**src/fx_ctrl_pkg.sv**
```systemverilog
// Shared constants, types and register layout for the effects preset controller
package fx_ctrl_pkg;

	// ==================================================================
	// Preset selector
	localparam int          PRESETS_DEF    = 16;
	localparam int          PRESET_W       = 5;
	localparam int          LED_W          = 16;

	// ==================================================================
	// MIDI program change
	localparam logic [3:0]  PC_STATUS_HI   = 4'hc;
	localparam logic [3:0]  RX_CHANNEL     = 4'h0;
	localparam logic [7:0]  REALTIME_MIN   = 8'hf8;
	localparam logic [6:0]  BYPASS_ON_VAL  = 7'h65;
	localparam logic [6:0]  BYPASS_OFF_VAL = 7'h64;

	// ==================================================================
	// Register map, byte addresses
	localparam int          REG_AW         = 4;
	localparam logic [3:0]  CTRL_OFS       = 4'h0;
	localparam logic [3:0]  STATUS_OFS     = 4'h4;
	localparam int          CTRL_MIDI_EN   = 0;
	localparam int          CTRL_STEP      = 1;
	localparam logic        MIDI_EN_RST    = 1'b1;
	localparam int          ST_PRESET_LSB  = 0;
	localparam int          ST_BYPASS      = 8;
	localparam int          ST_MUTE        = 9;
	localparam int          ST_FOOT        = 10;
	localparam int          ST_DISABLED    = 11;
	localparam int          ST_RESTORED    = 12;
	localparam logic [1:0]  RESP_OKAY      = 2'b00;
	localparam logic [1:0]  RESP_SLVERR    = 2'b10;

	// ==================================================================
	// Carriers
	typedef struct packed {
		logic        valid;
		logic [7:0]  data;
	} midi_byte_t;

	typedef struct packed {
		logic        valid;
		logic [6:0]  data;
	} pc_evt_t;

	typedef struct packed {
		logic [PRESET_W-1:0] preset;
		logic                bypass;
	} nv_rec_t;

	typedef struct packed {
		logic        awvalid;
		logic [31:0] awaddr;
		logic        wvalid;
		logic [31:0] wdata;
		logic [3:0]  wstrb;
		logic        bready;
		logic        arvalid;
		logic [31:0] araddr;
		logic        rready;
	} axil_req_t;

	typedef struct packed {
		logic        awready;
		logic        wready;
		logic        bvalid;
		logic [1:0]  bresp;
		logic        arready;
		logic        rvalid;
		logic [31:0] rdata;
		logic [1:0]  rresp;
	} axil_rsp_t;

	typedef struct packed {
		logic                int_mute;
		logic                ext_mute;
		logic                mute_led;
		logic                ret_mute;
		logic                fx_disable;
		logic [LED_W-1:0]    leds;
	} fx_out_t;

	typedef enum logic {PS_IDLE, PS_DATA} parse_st_t;

endpackage : fx_ctrl_pkg

```
**src/midi_pc_parser.sv**
```systemverilog
// MIDI program change parser for the fixed receive channel
module midi_pc_parser (
	input  wire logic                clk_i,
	input  wire logic                rst_b_i,
	input  wire fx_ctrl_pkg::midi_byte_t byte_i,
	output fx_ctrl_pkg::pc_evt_t     pc_o
);
	import fx_ctrl_pkg::*;

	typedef struct packed {
		parse_st_t st;
		pc_evt_t   pc;
	} parse_state_t;

	parse_state_t s_r;
	parse_state_t s_nxt;

	// ==================================================================
	// Parser
	always_comb begin
		s_nxt          = s_r;
		s_nxt.pc.valid = 1'b0;
		if (byte_i.valid) begin
			// Realtime bytes may interleave anywhere and leave status intact
			if (byte_i.data >= REALTIME_MIN) begin
				s_nxt.st = s_r.st;
			end else if (byte_i.data[7]) begin
				if (byte_i.data == {PC_STATUS_HI, RX_CHANNEL}) begin
					s_nxt.st = PS_DATA;
				end else begin
					s_nxt.st = PS_IDLE;
				end
			end else if (s_r.st == PS_DATA) begin
				// Running status: stay armed for further data bytes
				s_nxt.pc.valid = 1'b1;
				s_nxt.pc.data  = byte_i.data[6:0];
			end
		end
	end

	always_ff @(posedge clk_i or negedge rst_b_i) begin
		if (!rst_b_i) begin
			s_r <= '{st: PS_IDLE, pc: '0};
		end else begin
			s_r <= s_nxt;
		end
	end

	assign pc_o = s_r.pc;

	// ==================================================================
	// Checks
	property p_pc_form;
		@(posedge clk_i) disable iff (!rst_b_i)
		(byte_i.valid && byte_i.data == 8'hc0) ##1 (byte_i.valid && !byte_i.data[7])
		|=> (pc_o.valid && pc_o.data == $past(byte_i.data[6:0]));
	endproperty
	a_pc_form: assert property (p_pc_form) else $error("Program change not decoded");

	property p_pc_chan;
		@(posedge clk_i) disable iff (!rst_b_i)
		(byte_i.valid && byte_i.data[7] && byte_i.data < 8'hf8 && byte_i.data != 8'hc0)
		##1 (byte_i.valid && !byte_i.data[7]) |=> !pc_o.valid;
	endproperty
	a_pc_chan: assert property (p_pc_chan) else $error("Foreign message accepted");

endmodule // midi_pc_parser

```
**src/fx_preset_ctrl.sv**
```systemverilog
// Effects preset selector, MIDI bypass, mute combining and register slave
// Overview of operation
// - Step button advances preset, wraps via disabled
// - Seventeen states, one LED each or none
// - Last preset saved and restored at power-up
// - Last MIDI bypass saved and restored likewise
// - Footswitch closed holds effects muted
// - Footswitch mutes internal and external returns
// - Engaged mute button makes footswitch irrelevant
// - Mute LED lights for button or footswitch
// - Only MIDI channel one is obeyed
// - Program change status plus one data byte
// - Data 65H bypass on, 64H off
// - Data 00H-0FH select presets one to sixteen
module fx_preset_ctrl #(
	parameter int NUM_PRESETS = fx_ctrl_pkg::PRESETS_DEF
) (
	input  wire logic                   clk_i,
	input  wire logic                   rst_b_i,
	input  wire logic                   sel_btn_i,
	input  wire logic                   mute_btn_i,
	input  wire logic                   foot_i,
	input  wire fx_ctrl_pkg::midi_byte_t midi_i,
	input  wire fx_ctrl_pkg::nv_rec_t   nv_i,
	output fx_ctrl_pkg::nv_rec_t        nv_save_o,
	output logic                        nv_save_stb_o,
	output fx_ctrl_pkg::fx_out_t        fx_o,
	input  wire fx_ctrl_pkg::axil_req_t axi_i,
	output fx_ctrl_pkg::axil_rsp_t      axi_o
);
	import fx_ctrl_pkg::*;

	if (NUM_PRESETS < 1 || NUM_PRESETS > LED_W) begin : g_bad_presets
		$error("NUM_PRESETS must lie in 1..16");
	end

	localparam logic [PRESET_W-1:0] DIS_CODE = PRESET_W'(NUM_PRESETS);

	typedef struct packed {
		logic [PRESET_W-1:0] preset;
		logic                bypass;
		logic                restored;
		logic                sel_q;
		logic                midi_en;
		nv_rec_t             save;
		logic                save_stb;
		fx_out_t             out;
		logic                aw_got;
		logic                w_got;
		logic [REG_AW-1:0]   awaddr;
		logic [31:0]         wdata;
		logic [3:0]          wstrb;
		axil_rsp_t           rsp;
	} core_state_t;

	core_state_t s_r;
	core_state_t s_nxt;
	pc_evt_t     pc;

	// ==================================================================
	// Helpers
	function automatic logic [LED_W-1:0] led_decode(input logic [PRESET_W-1:0] p);
		logic [LED_W-1:0] v;
		v = '0;
		if (p < DIS_CODE) begin
			v[p[3:0]] = 1'b1;
		end
		return v;
	endfunction

	function automatic logic [PRESET_W-1:0] clamp_preset(input logic [PRESET_W-1:0] p);
		// Corrupt storage falls back to the disabled state, never a stray LED
		return (p > DIS_CODE) ? DIS_CODE : p;
	endfunction

	function automatic logic [PRESET_W-1:0] step_preset(input logic [PRESET_W-1:0] p);
		return (p >= DIS_CODE) ? '0 : PRESET_W'(p + 1'b1);
	endfunction

	// ==================================================================
	// MIDI front end
	midi_pc_parser u_parser (
		.clk_i   (clk_i),
		.rst_b_i (rst_b_i),
		.byte_i  (midi_i),
		.pc_o    (pc)
	);

	logic midi_act;
	logic midi_sel;
	logic btn_step;
	assign midi_act = pc.valid && s_r.midi_en && s_r.restored;
	assign midi_sel = midi_act && (pc.data < 7'(NUM_PRESETS));
	assign btn_step = sel_btn_i && !s_r.sel_q;

	// ==================================================================
	// Next state
	always_comb begin
		logic           sw_step;
		logic           wr_fire;
		logic           mute;
		logic [31:0]    status;
		sw_step         = 1'b0;
		wr_fire         = 1'b0;
		mute            = 1'b0;
		status          = '0;
		s_nxt           = s_r;
		s_nxt.save_stb  = 1'b0;
		s_nxt.sel_q     = sel_btn_i;

		// Register slave, write side
		if (axi_i.awvalid && s_r.rsp.awready) begin
			s_nxt.aw_got      = 1'b1;
			s_nxt.awaddr      = axi_i.awaddr[REG_AW-1:0];
			s_nxt.rsp.awready = 1'b0;
		end
		if (axi_i.wvalid && s_r.rsp.wready) begin
			s_nxt.w_got      = 1'b1;
			s_nxt.wdata      = axi_i.wdata;
			s_nxt.wstrb      = axi_i.wstrb;
			s_nxt.rsp.wready = 1'b0;
		end
		if (s_r.aw_got && s_r.w_got && !s_r.rsp.bvalid) begin
			wr_fire          = 1'b1;
			s_nxt.aw_got     = 1'b0;
			s_nxt.w_got      = 1'b0;
			s_nxt.rsp.bvalid = 1'b1;
			s_nxt.rsp.bresp  = RESP_SLVERR;
			if (s_r.awaddr == CTRL_OFS) begin
				s_nxt.rsp.bresp = RESP_OKAY;
				if (s_r.wstrb[0]) begin
					s_nxt.midi_en = s_r.wdata[CTRL_MIDI_EN];
					sw_step       = s_r.wdata[CTRL_STEP];
				end
			end else if (s_r.awaddr == STATUS_OFS) begin
				// Status is read-only; the write is accepted and dropped
				s_nxt.rsp.bresp = RESP_OKAY;
			end
		end
		if (s_r.rsp.bvalid && axi_i.bready) begin
			s_nxt.rsp.bvalid  = 1'b0;
			s_nxt.rsp.awready = 1'b1;
			s_nxt.rsp.wready  = 1'b1;
		end

		// Preset and bypass
		if (!s_r.restored) begin
			s_nxt.restored = 1'b1;
			s_nxt.preset   = clamp_preset(nv_i.preset);
			s_nxt.bypass   = nv_i.bypass;
		end else begin
			if (midi_act) begin
				if (midi_sel) begin
					s_nxt.preset = pc.data[PRESET_W-1:0];
				end else if (pc.data == BYPASS_ON_VAL) begin
					s_nxt.bypass = 1'b1;
				end else if (pc.data == BYPASS_OFF_VAL) begin
					s_nxt.bypass = 1'b0;
				end
			end
			// MIDI selection wins over a simultaneous button step
			if (!midi_sel && (btn_step || (wr_fire && sw_step))) begin
				s_nxt.preset = step_preset(s_r.preset);
			end
			if (s_nxt.preset != s_r.preset || s_nxt.bypass != s_r.bypass) begin
				s_nxt.save_stb = 1'b1;
				s_nxt.save     = '{preset: s_nxt.preset, bypass: s_nxt.bypass};
			end
		end

		// Mute combining; OR makes the footswitch moot while the button holds
		mute                 = mute_btn_i || foot_i;
		s_nxt.out.int_mute   = mute;
		s_nxt.out.ext_mute   = mute;
		s_nxt.out.mute_led   = mute;
		s_nxt.out.fx_disable = (s_nxt.preset == DIS_CODE);
		s_nxt.out.leds       = led_decode(s_nxt.preset);
		s_nxt.out.ret_mute   = mute || s_nxt.bypass || (s_nxt.preset == DIS_CODE);

		// Register slave, read side
		status[ST_PRESET_LSB +: PRESET_W] = s_r.preset;
		status[ST_BYPASS]                 = s_r.bypass;
		status[ST_MUTE]                   = s_r.out.mute_led;
		status[ST_FOOT]                   = foot_i;
		status[ST_DISABLED]               = s_r.out.fx_disable;
		status[ST_RESTORED]               = s_r.restored;
		if (axi_i.arvalid && s_r.rsp.arready) begin
			s_nxt.rsp.arready = 1'b0;
			s_nxt.rsp.rvalid  = 1'b1;
			s_nxt.rsp.rresp   = RESP_OKAY;
			s_nxt.rsp.rdata   = '0;
			if (axi_i.araddr[REG_AW-1:0] == CTRL_OFS) begin
				s_nxt.rsp.rdata[CTRL_MIDI_EN] = s_r.midi_en;
			end else if (axi_i.araddr[REG_AW-1:0] == STATUS_OFS) begin
				s_nxt.rsp.rdata = status;
			end else begin
				s_nxt.rsp.rresp = RESP_SLVERR;
			end
		end
		if (s_r.rsp.rvalid && axi_i.rready) begin
			s_nxt.rsp.rvalid  = 1'b0;
			s_nxt.rsp.arready = 1'b1;
		end
	end

	// ==================================================================
	// State register
	always_ff @(posedge clk_i or negedge rst_b_i) begin
		if (!rst_b_i) begin
			s_r             <= '0;
			s_r.midi_en     <= MIDI_EN_RST;
			s_r.rsp.awready <= 1'b1;
			s_r.rsp.wready  <= 1'b1;
			s_r.rsp.arready <= 1'b1;
		end else begin
			s_r <= s_nxt;
		end
	end

	assign fx_o          = s_r.out;
	assign axi_o         = s_r.rsp;
	assign nv_save_o     = s_r.save;
	assign nv_save_stb_o = s_r.save_stb;

	// ==================================================================
	// Checks
	property p_step;
		@(posedge clk_i) disable iff (!rst_b_i)
		(s_r.restored && btn_step && !midi_sel)
		|=> (s_r.preset == (($past(s_r.preset) >= DIS_CODE) ? 5'h00 : $past(s_r.preset) + 5'h01));
	endproperty
	a_step: assert property (p_step) else $error("Button step wrong");

	property p_leds;
		@(posedge clk_i) disable iff (!rst_b_i)
		s_r.restored |-> (fx_o.leds == led_decode(s_r.preset))
			&& (fx_o.fx_disable == (s_r.preset == DIS_CODE))
			&& (s_r.preset <= DIS_CODE);
	endproperty
	a_leds: assert property (p_leds) else $error("Preset LEDs mismatch");

	property p_restore;
		@(posedge clk_i) disable iff (!rst_b_i)
		$rose(s_r.restored) |-> (s_r.preset == clamp_preset($past(nv_i.preset)))
			&& (s_r.bypass == $past(nv_i.bypass));
	endproperty
	a_restore: assert property (p_restore) else $error("Power-up restore wrong");

	property p_save;
		@(posedge clk_i) disable iff (!rst_b_i)
		(s_r.restored && $past(s_r.restored) && $changed(s_r.preset))
		|-> nv_save_stb_o && nv_save_o.preset == s_r.preset && nv_save_o.bypass == s_r.bypass;
	endproperty
	a_save: assert property (p_save) else $error("Preset change not saved");

	property p_foot;
		@(posedge clk_i) disable iff (!rst_b_i)
		foot_i [*2] |=> fx_o.int_mute && fx_o.ext_mute && fx_o.mute_led && fx_o.ret_mute;
	endproperty
	a_foot: assert property (p_foot) else $error("Footswitch not muting");

	property p_both;
		@(posedge clk_i) disable iff (!rst_b_i)
		fx_o.int_mute == fx_o.ext_mute;
	endproperty
	a_both: assert property (p_both) else $error("Returns muted apart");

	property p_btn;
		@(posedge clk_i) disable iff (!rst_b_i)
		(mute_btn_i && $changed(foot_i)) |=> fx_o.int_mute && fx_o.mute_led;
	endproperty
	a_btn: assert property (p_btn) else $error("Footswitch overrode button");

	property p_led;
		@(posedge clk_i) disable iff (!rst_b_i)
		##1 fx_o.mute_led == ($past(mute_btn_i) || $past(foot_i));
	endproperty
	a_led: assert property (p_led) else $error("Mute LED wrong");

	property p_bypass;
		@(posedge clk_i) disable iff (!rst_b_i)
		(midi_act && (pc.data == 7'h65 || pc.data == 7'h64))
		|=> s_r.bypass == ($past(pc.data) == 7'h65);
	endproperty
	a_bypass: assert property (p_bypass) else $error("MIDI bypass wrong");

	property p_select;
		@(posedge clk_i) disable iff (!rst_b_i)
		midi_sel |=> s_r.preset == $past(pc.data[4:0]);
	endproperty
	a_select: assert property (p_select) else $error("MIDI preset wrong");

	property p_ignore;
		@(posedge clk_i) disable iff (!rst_b_i)
		(s_r.restored && pc.valid && !midi_sel && !btn_step && !(s_r.aw_got && s_r.w_got)
			&& pc.data != 7'h65 && pc.data != 7'h64) |=> $stable(s_r.preset) && $stable(s_r.bypass);
	endproperty
	a_ignore: assert property (p_ignore) else $error("Ignored value changed state");

	property p_ret;
		@(posedge clk_i) disable iff (!rst_b_i)
		s_r.restored |-> fx_o.ret_mute == (fx_o.mute_led || s_r.bypass || fx_o.fx_disable);
	endproperty
	a_ret: assert property (p_ret) else $error("Return mute wrong");

	property p_wrap;
		@(posedge clk_i) disable iff (!rst_b_i)
		(s_r.restored && btn_step && !midi_sel && s_r.preset == DIS_CODE)
		|=> (s_r.preset == '0) && fx_o.leds[0] && !fx_o.fx_disable;
	endproperty
	a_wrap: assert property (p_wrap) else $error("Wrap after disabled wrong");

	property p_one_led;
		@(posedge clk_i) disable iff (!rst_b_i)
		(s_r.restored && !fx_o.fx_disable) |-> $onehot(fx_o.leds);
	endproperty
	a_one_led: assert property (p_one_led) else $error("Preset LED not one-hot");

	property p_dis_dark;
		@(posedge clk_i) disable iff (!rst_b_i)
		fx_o.fx_disable |-> (fx_o.leds == '0);
	endproperty
	a_dis_dark: assert property (p_dis_dark) else $error("LED lit while disabled");

	property p_restore_quiet;
		@(posedge clk_i) disable iff (!rst_b_i)
		$rose(s_r.restored) |-> !nv_save_stb_o;
	endproperty
	a_restore_quiet: assert property (p_restore_quiet) else $error("Restore caused a save");

	property p_byp_save;
		@(posedge clk_i) disable iff (!rst_b_i)
		(s_r.restored && $past(s_r.restored) && $changed(s_r.bypass))
		|-> nv_save_stb_o && nv_save_o.bypass == s_r.bypass;
	endproperty
	a_byp_save: assert property (p_byp_save) else $error("Bypass change not saved");

	property p_mute_ret;
		@(posedge clk_i) disable iff (!rst_b_i)
		fx_o.int_mute |-> fx_o.ret_mute;
	endproperty
	a_mute_ret: assert property (p_mute_ret) else $error("Muted return not silenced");

endmodule // fx_preset_ctrl

```
**config.mk**
```make
export PLATFORM = sky130hd
export DESIGN_NAME = fx_preset_ctrl
export DESIGN_NICKNAME = d
export VERILOG_FILES = /design/src/fx_ctrl_pkg.sv /design/src/midi_pc_parser.sv /design/src/fx_preset_ctrl.sv
export SDC_FILE = /design/constraint.sdc
export NUM_CORES = 1
export LEC_CHECK = 0
export BUFFER_PORTS_ARGS = -buffer_cell sky130_fd_sc_hd__buf_4
export CORE_ASPECT_RATIO = 0.5
export CORE_MARGIN = 3
export CORE_UTILIZATION = 41
export DETAILED_ROUTE_END_ITERATION = 12
export PLACE_DENSITY = 0.78
export SYNTH_ARGS = -nofsm -noshare
export SYNTH_HDL_FRONTEND = slang
export SYNTH_HIERARCHICAL = 1
export SYNTH_SLANG_ARGS = --single-unit
```
**constraint.sdc**
```tcl
create_clock -name clk_i -period 2.4 [get_ports clk_i]
set_clock_uncertainty 0.15 [all_clocks]
set_input_delay 0.36 -clock clk_i [delete_from_list [all_inputs] [get_ports clk_i]]
set_output_delay 0.36 -clock clk_i [all_outputs]
set_load 0.02 [all_outputs]
```
# Word-level counts from Yosys, hierarchy flattened
# Index checks and enable logic that the tools add are counted.
[totals]
regBits = 94
input_bits = 125
wordCells = 121
[op_classes]
addsub = 1
magnitude_cmp = 7
eq_ne = 8
muxes = 41
bitwise_logic = 2
reduce_logical = 34
[ops]
columns = ["operator", "n"]
rows = [
  ["$mux W36", 1],
  ["$mux W8", 4],
  ["$mux W31", 1],
  ["$mux W5", 5],
  ["$mux W6", 3],
  ["$mux W1", 16],
  ["$mux W16", 1],
  ["$eq A7 B7 Y1 const B", 2],
  ["$logic_and A1 B1 Y1", 14],
  ["$mux W13", 1],
  ["$mux W2", 6],
  ["$reduce_bool A2 Y1", 6],
  ["$eq A4 B3 Y1 const B", 2],
  ["$eq A8 B8 Y1 const B", 1],
  ["$ge A8 B8 Y1 const B", 1],
  ["$logic_not A4 Y1", 2],
  ["$lt A7 B5 Y1 const B", 1],
  ["$mux W3", 2],
  ["$reduce_and A3 Y1", 2],
  ["$add A5 B1 Y5 const B", 1],
  ["$eq A5 B5 Y1 const B", 1],
  ["$ge A5 B5 Y1 const B", 1],
  ["$gt A5 B5 Y1 const B", 1],
  ["$logic_or A1 B1 Y1", 5],
  ["10 further kinds", 13],
]

# Logic depth before layout (Yosys ltp)
[depth]
depth_word = 14
depth_mapped = 9
mapped_depth_nobuf = 7

# By module
# Netlist, hierarchy kept.
[modules_own_cells]
columns = ["mod", "n_inst", "cells_each", "area_each_um2"]
rows = [
  ["fx_preset_ctrl", 1, 310, 3209.3],
  ["midi_pc_parser", 1, 32, 425.4],
]

# Least setup slack after synthesis
# OpenSTA, ideal clock, no wires.
[synth_path]
path_kind = "reg-to-reg"
from = "reg s_r[78] (netlist name)"
to = "reg s_r, in the netlist fx_o[17]"
setup_time_ns = 0.092
arrival_time_ns = 2.316
t_required_ns = 2.158
slack_ns = -0.158
stages_incl_launch_ff = 7
period_less_slack_ns = 2.558
cell_sequence = "dfrtp_1 > or4b_4 > o31a_4 > o211a_1 > o31a_1 > a221o_1 > o31ai_2"
[synth_lines]
columns = ["element", "line_no", "text"]
rows = [
  ["from (decl)", "fx_preset_ctrl.sv:56", "core_state_t s_r;"],
  ["from (signal assigned)", "fx_preset_ctrl.sv:216", "s_r <= s_nxt;"],
]

==> results.cfg <==
[critical_path]
setup.worst_path.end = fx_o[17]
reg2reg_slack_ns = -0.21
reg2reg_to = fx_o[17]
rr_worst_depth = 6
cp_max_fo = 6
cp.required_ns = 2.49
r2r-start = s_r[80]
critPathLaunch = s_r[80]
cp_data_arrival_time_ns = 2.70
path_class = register to register
crit_path_end_kind = register
cp-start-kind = register

[final_layout]
fillers = 712
multi_input_area_mm2 = 0.00145
area_growth_pct = 26.2
antenna_cells = 0
instances_no_fill = 524
fin_nets = 535
drive_above_1_share = 0.434
regArea_mm2 = 0.00176

[drt]
ant_nets = 0
post_drt_wl_per_cell_um = 15.2
drt-pass1-iter-count = 4
drtIter0Drc = 106
vias = 2572
drt-vias-per-instance = 4.91
routed_wl_um = 7960
drc = 0

[logic_synthesis]
synth_edf_count = 0
yosys_most_used_dff = dfrtp_1
muxShareOfSynthArea = 0.0792
synth_fa_ha_area_frac = 0.00688
synth_xor_area_frac = 0.00723
synth_simple_gate_area_frac = 0.135
yosys_warnings = 6
seq_area_frac_synth = 0.483
post_synth_num_cell_types = 56
syn-cell-area_mm2 = 0.00363
synthArstFlopShare = 1.00
syn_inst = 342
avgSynthCellArea_um2 = 10.6
ys_ff_latch = 70
synth_compound_area_frac = 0.104
synth_top_family_by_area = buffers and inverters

[clock_tree]
clock-sinks = 70
cts_root_buf = clkbuf_16
path_clk_slew_ns = 0.06
ctsLongestPathBuffers = 2
numCtsBuffers = 9
insertion_delay_ns = 0.33
cts_tree = built
htree_levels = 3

[die]
die_w_um = 139
start_util = 0.439
die_area_mm2 = 0.0101
die_y_um = 72.6
rows = 23
ios = 194
fp.coreArea_mm2 = 0.00829

[sta]
grt_setup_unrepaired = true
period_needed_ns = 2.61
maxSlewViolCount = 0
fmax_mhz = 384
timing.slew.headroom = 0.426
setup_ws_ns = -0.206
fin_crit_sh = 1.09
fin_setup_tns_ns = -3.34
hold_violations = 0
finalSetupViolations = 25
tightest_slew_ns = 0.861

[global_routing]
top_usage_layer = met2
grt_pass1_vias = 2648
globalRouteMet1Util = 0.207
grt_overflow_total = 0
grt_pass1_wl_um = 13100
use_met2 = 0.275
antenna_found_initial = 0
met3_usage = 0.0484
grt_max_degree = 71
track_usage = 0.166

[pwr]
power_density_mw_per_mm2 = 820
peakVddDrop_v = 0.000373
fin_total_pwr_mw = 3.76
p_leak_nw = 2.28

[placed_design]
portBuffers = 80
place_inst = 500
gp_congestion = 0.906
hpwl_um = 5660

[min_path]
hp-class = primary input to async pin

[outcome]
outcome = finished with violations
violations = setup timing

[flow_run]
drv_cap = 0
synthesized netlist by cell type, types with 2 or more instances:
library cell / instances / area [um^2]
nand3_1: 5 / 25.0
nor2_1: 28 / 105
a21oi_1: 7 / 35.0
inv_1: 16 / 60.1
nor4bb_1: 3 / 30.0
o31ai_1: 2 / 15.0
mux2_1: 2 / 22.5
mux2i_1: 4 / 40.0
a211oi_1: 2 / 15.0
dfrtp_1: 66 / 1650
and4b_1: 2 / 20.0
nand2_1: 15 / 56.3
o31a_1: 2 / 17.5
clkbuf_1: 3 / 11.3
a31oi_1: 3 / 18.8
buf_2: 2 / 10.0
a22o_1: 9 / 78.8
o21ai_0: 11 / 55.1
and3_1: 3 / 18.8
nor3_1: 8 / 40.0
nand4_1: 2 / 12.5
mux2_2: 20 / 225
conb_1: 2 / 7.51
dfstp_2: 4 / 105
nand4b_1: 2 / 17.5
buf_4: 77 / 578
a21o_1: 2 / 15.0
or2_2: 5 / 31.3
o21bai_1: 2 / 15.0
ha_1: 2 / 25.0
xnor2_1: 2 / 17.5
nor2b_1: 3 / 18.8
nand3b_1: 3 / 22.5
per-layer routing:
layer / part of all wire / vias up
li1: - / 1210
met1: 0.46 / 1261
met2: 0.48 / 96
met3: 0.053 / 5
met4: 0.0038 / 0
met5: 0 / -
layout by cell type (no fill, tap or decap), types with 4 or more instances in the layout:
master	instances
a21oi_1	7
a22o_1	9
buf_4	110
clkbuf_16	9
conb_1	25
dfrtp_1	66
dfstp_2	4
inv_1	15
mux2_2	15
mux2_4	5
mux2i_1	4
nand2_1	15
nor2_1	28
nor3_1	7
o21ai_0	10
or2_2	4
through the flow:
stage	worst slack [ns]	utilization	hold slack, ns	cell area, um^2
floorplan	-0.121	-	-0.0856	3740
global placement	-0.322	0.491	0.313	4070
detailed placement	-0.314	0.491	0.325	4070
CTS	-0.209	0.550	0.0241	4560
global route	-0.281	0.553	0.0227	4590
finish	-0.206	0.553	0.00427	4590
logic make-up (layout without fill, tap and decap cells):
| logic type | after synthesis | after routing |
|---|---|---|
| compound gates | 51 | 51 |
| xor+xnor | 3 | 3 |
| fa+ha+maj | 2 | 2 |
| buf+inv | 99 | 146 |
| flops | 70 | 70 |
| mux | 26 | 26 |
| other cells | 2 | 25 |
| simple gates | 89 | 89 |
report_power, final:
part           internal (mW)  switching [mW]
combinational          0.472           0.489
sequential              1.38           0.121
clock                  0.822           0.476
how the worst min path moves through the flow:
| stage | from | end | slack [ns] |
|---|---|---|---|
| final | rst_b_i | axi_o[1] | 0.004 |
| after global routing | axi_i[71] | axi_o[39] | 0.02 |
| after CTS | axi_i[104] | axi_o[40] | 0.02 |
| after detailed placement | axi_o[2] | axi_o[2] | 0.33 |
| after global placement | axi_o[1] | axi_o[1] | 0.31 |
| after floorplan | rst_b_i | axi_o[10] | -0.09 |
timing repair:
| item | in CTS | in global routing |
|---|---|---|
| hold buffers | 1 | 0 |
| pin swaps | 13 | 6 |
| buffers inserted | 7 | 1 |
| setup endpoints to repair | 27 | 28 |
| resized for setup | 26 | 4 |
| endpoints found under the hold margin | 1 | 0 |
layout make-up:
class                   count  area share
well taps                 112      0.0306
clock inverters             4      0.0104
repair buffers            115       0.194
flip-flops and latches     70       0.383
inverters                  16      0.0131
clock buffers              11      0.0529
multi-input cells         196       0.316
sequential cells by signal, indices dropped and copies added (netlist names):
| register | count |
|---|---|
| nv_save_stb_o | 1 |
| s_r | 18 |
| nv_save_o | 6 |
| u_parser/s_r | 1 |
| fx_o | 19 |
| u_parser/pc_o | 8 |
| axi_o | 17 |
worst max-delay path, cell delays in order, from the launching register on:
cell,delay [ns]
dfrtp_1,0.38
or4b_4,0.58
o31a_4,0.33
o211a_1,0.23
o31a_1,0.28
a221o_2,0.39
o31ai_2,0.19
No activity file was read; power rests on OpenSTA's default activity.
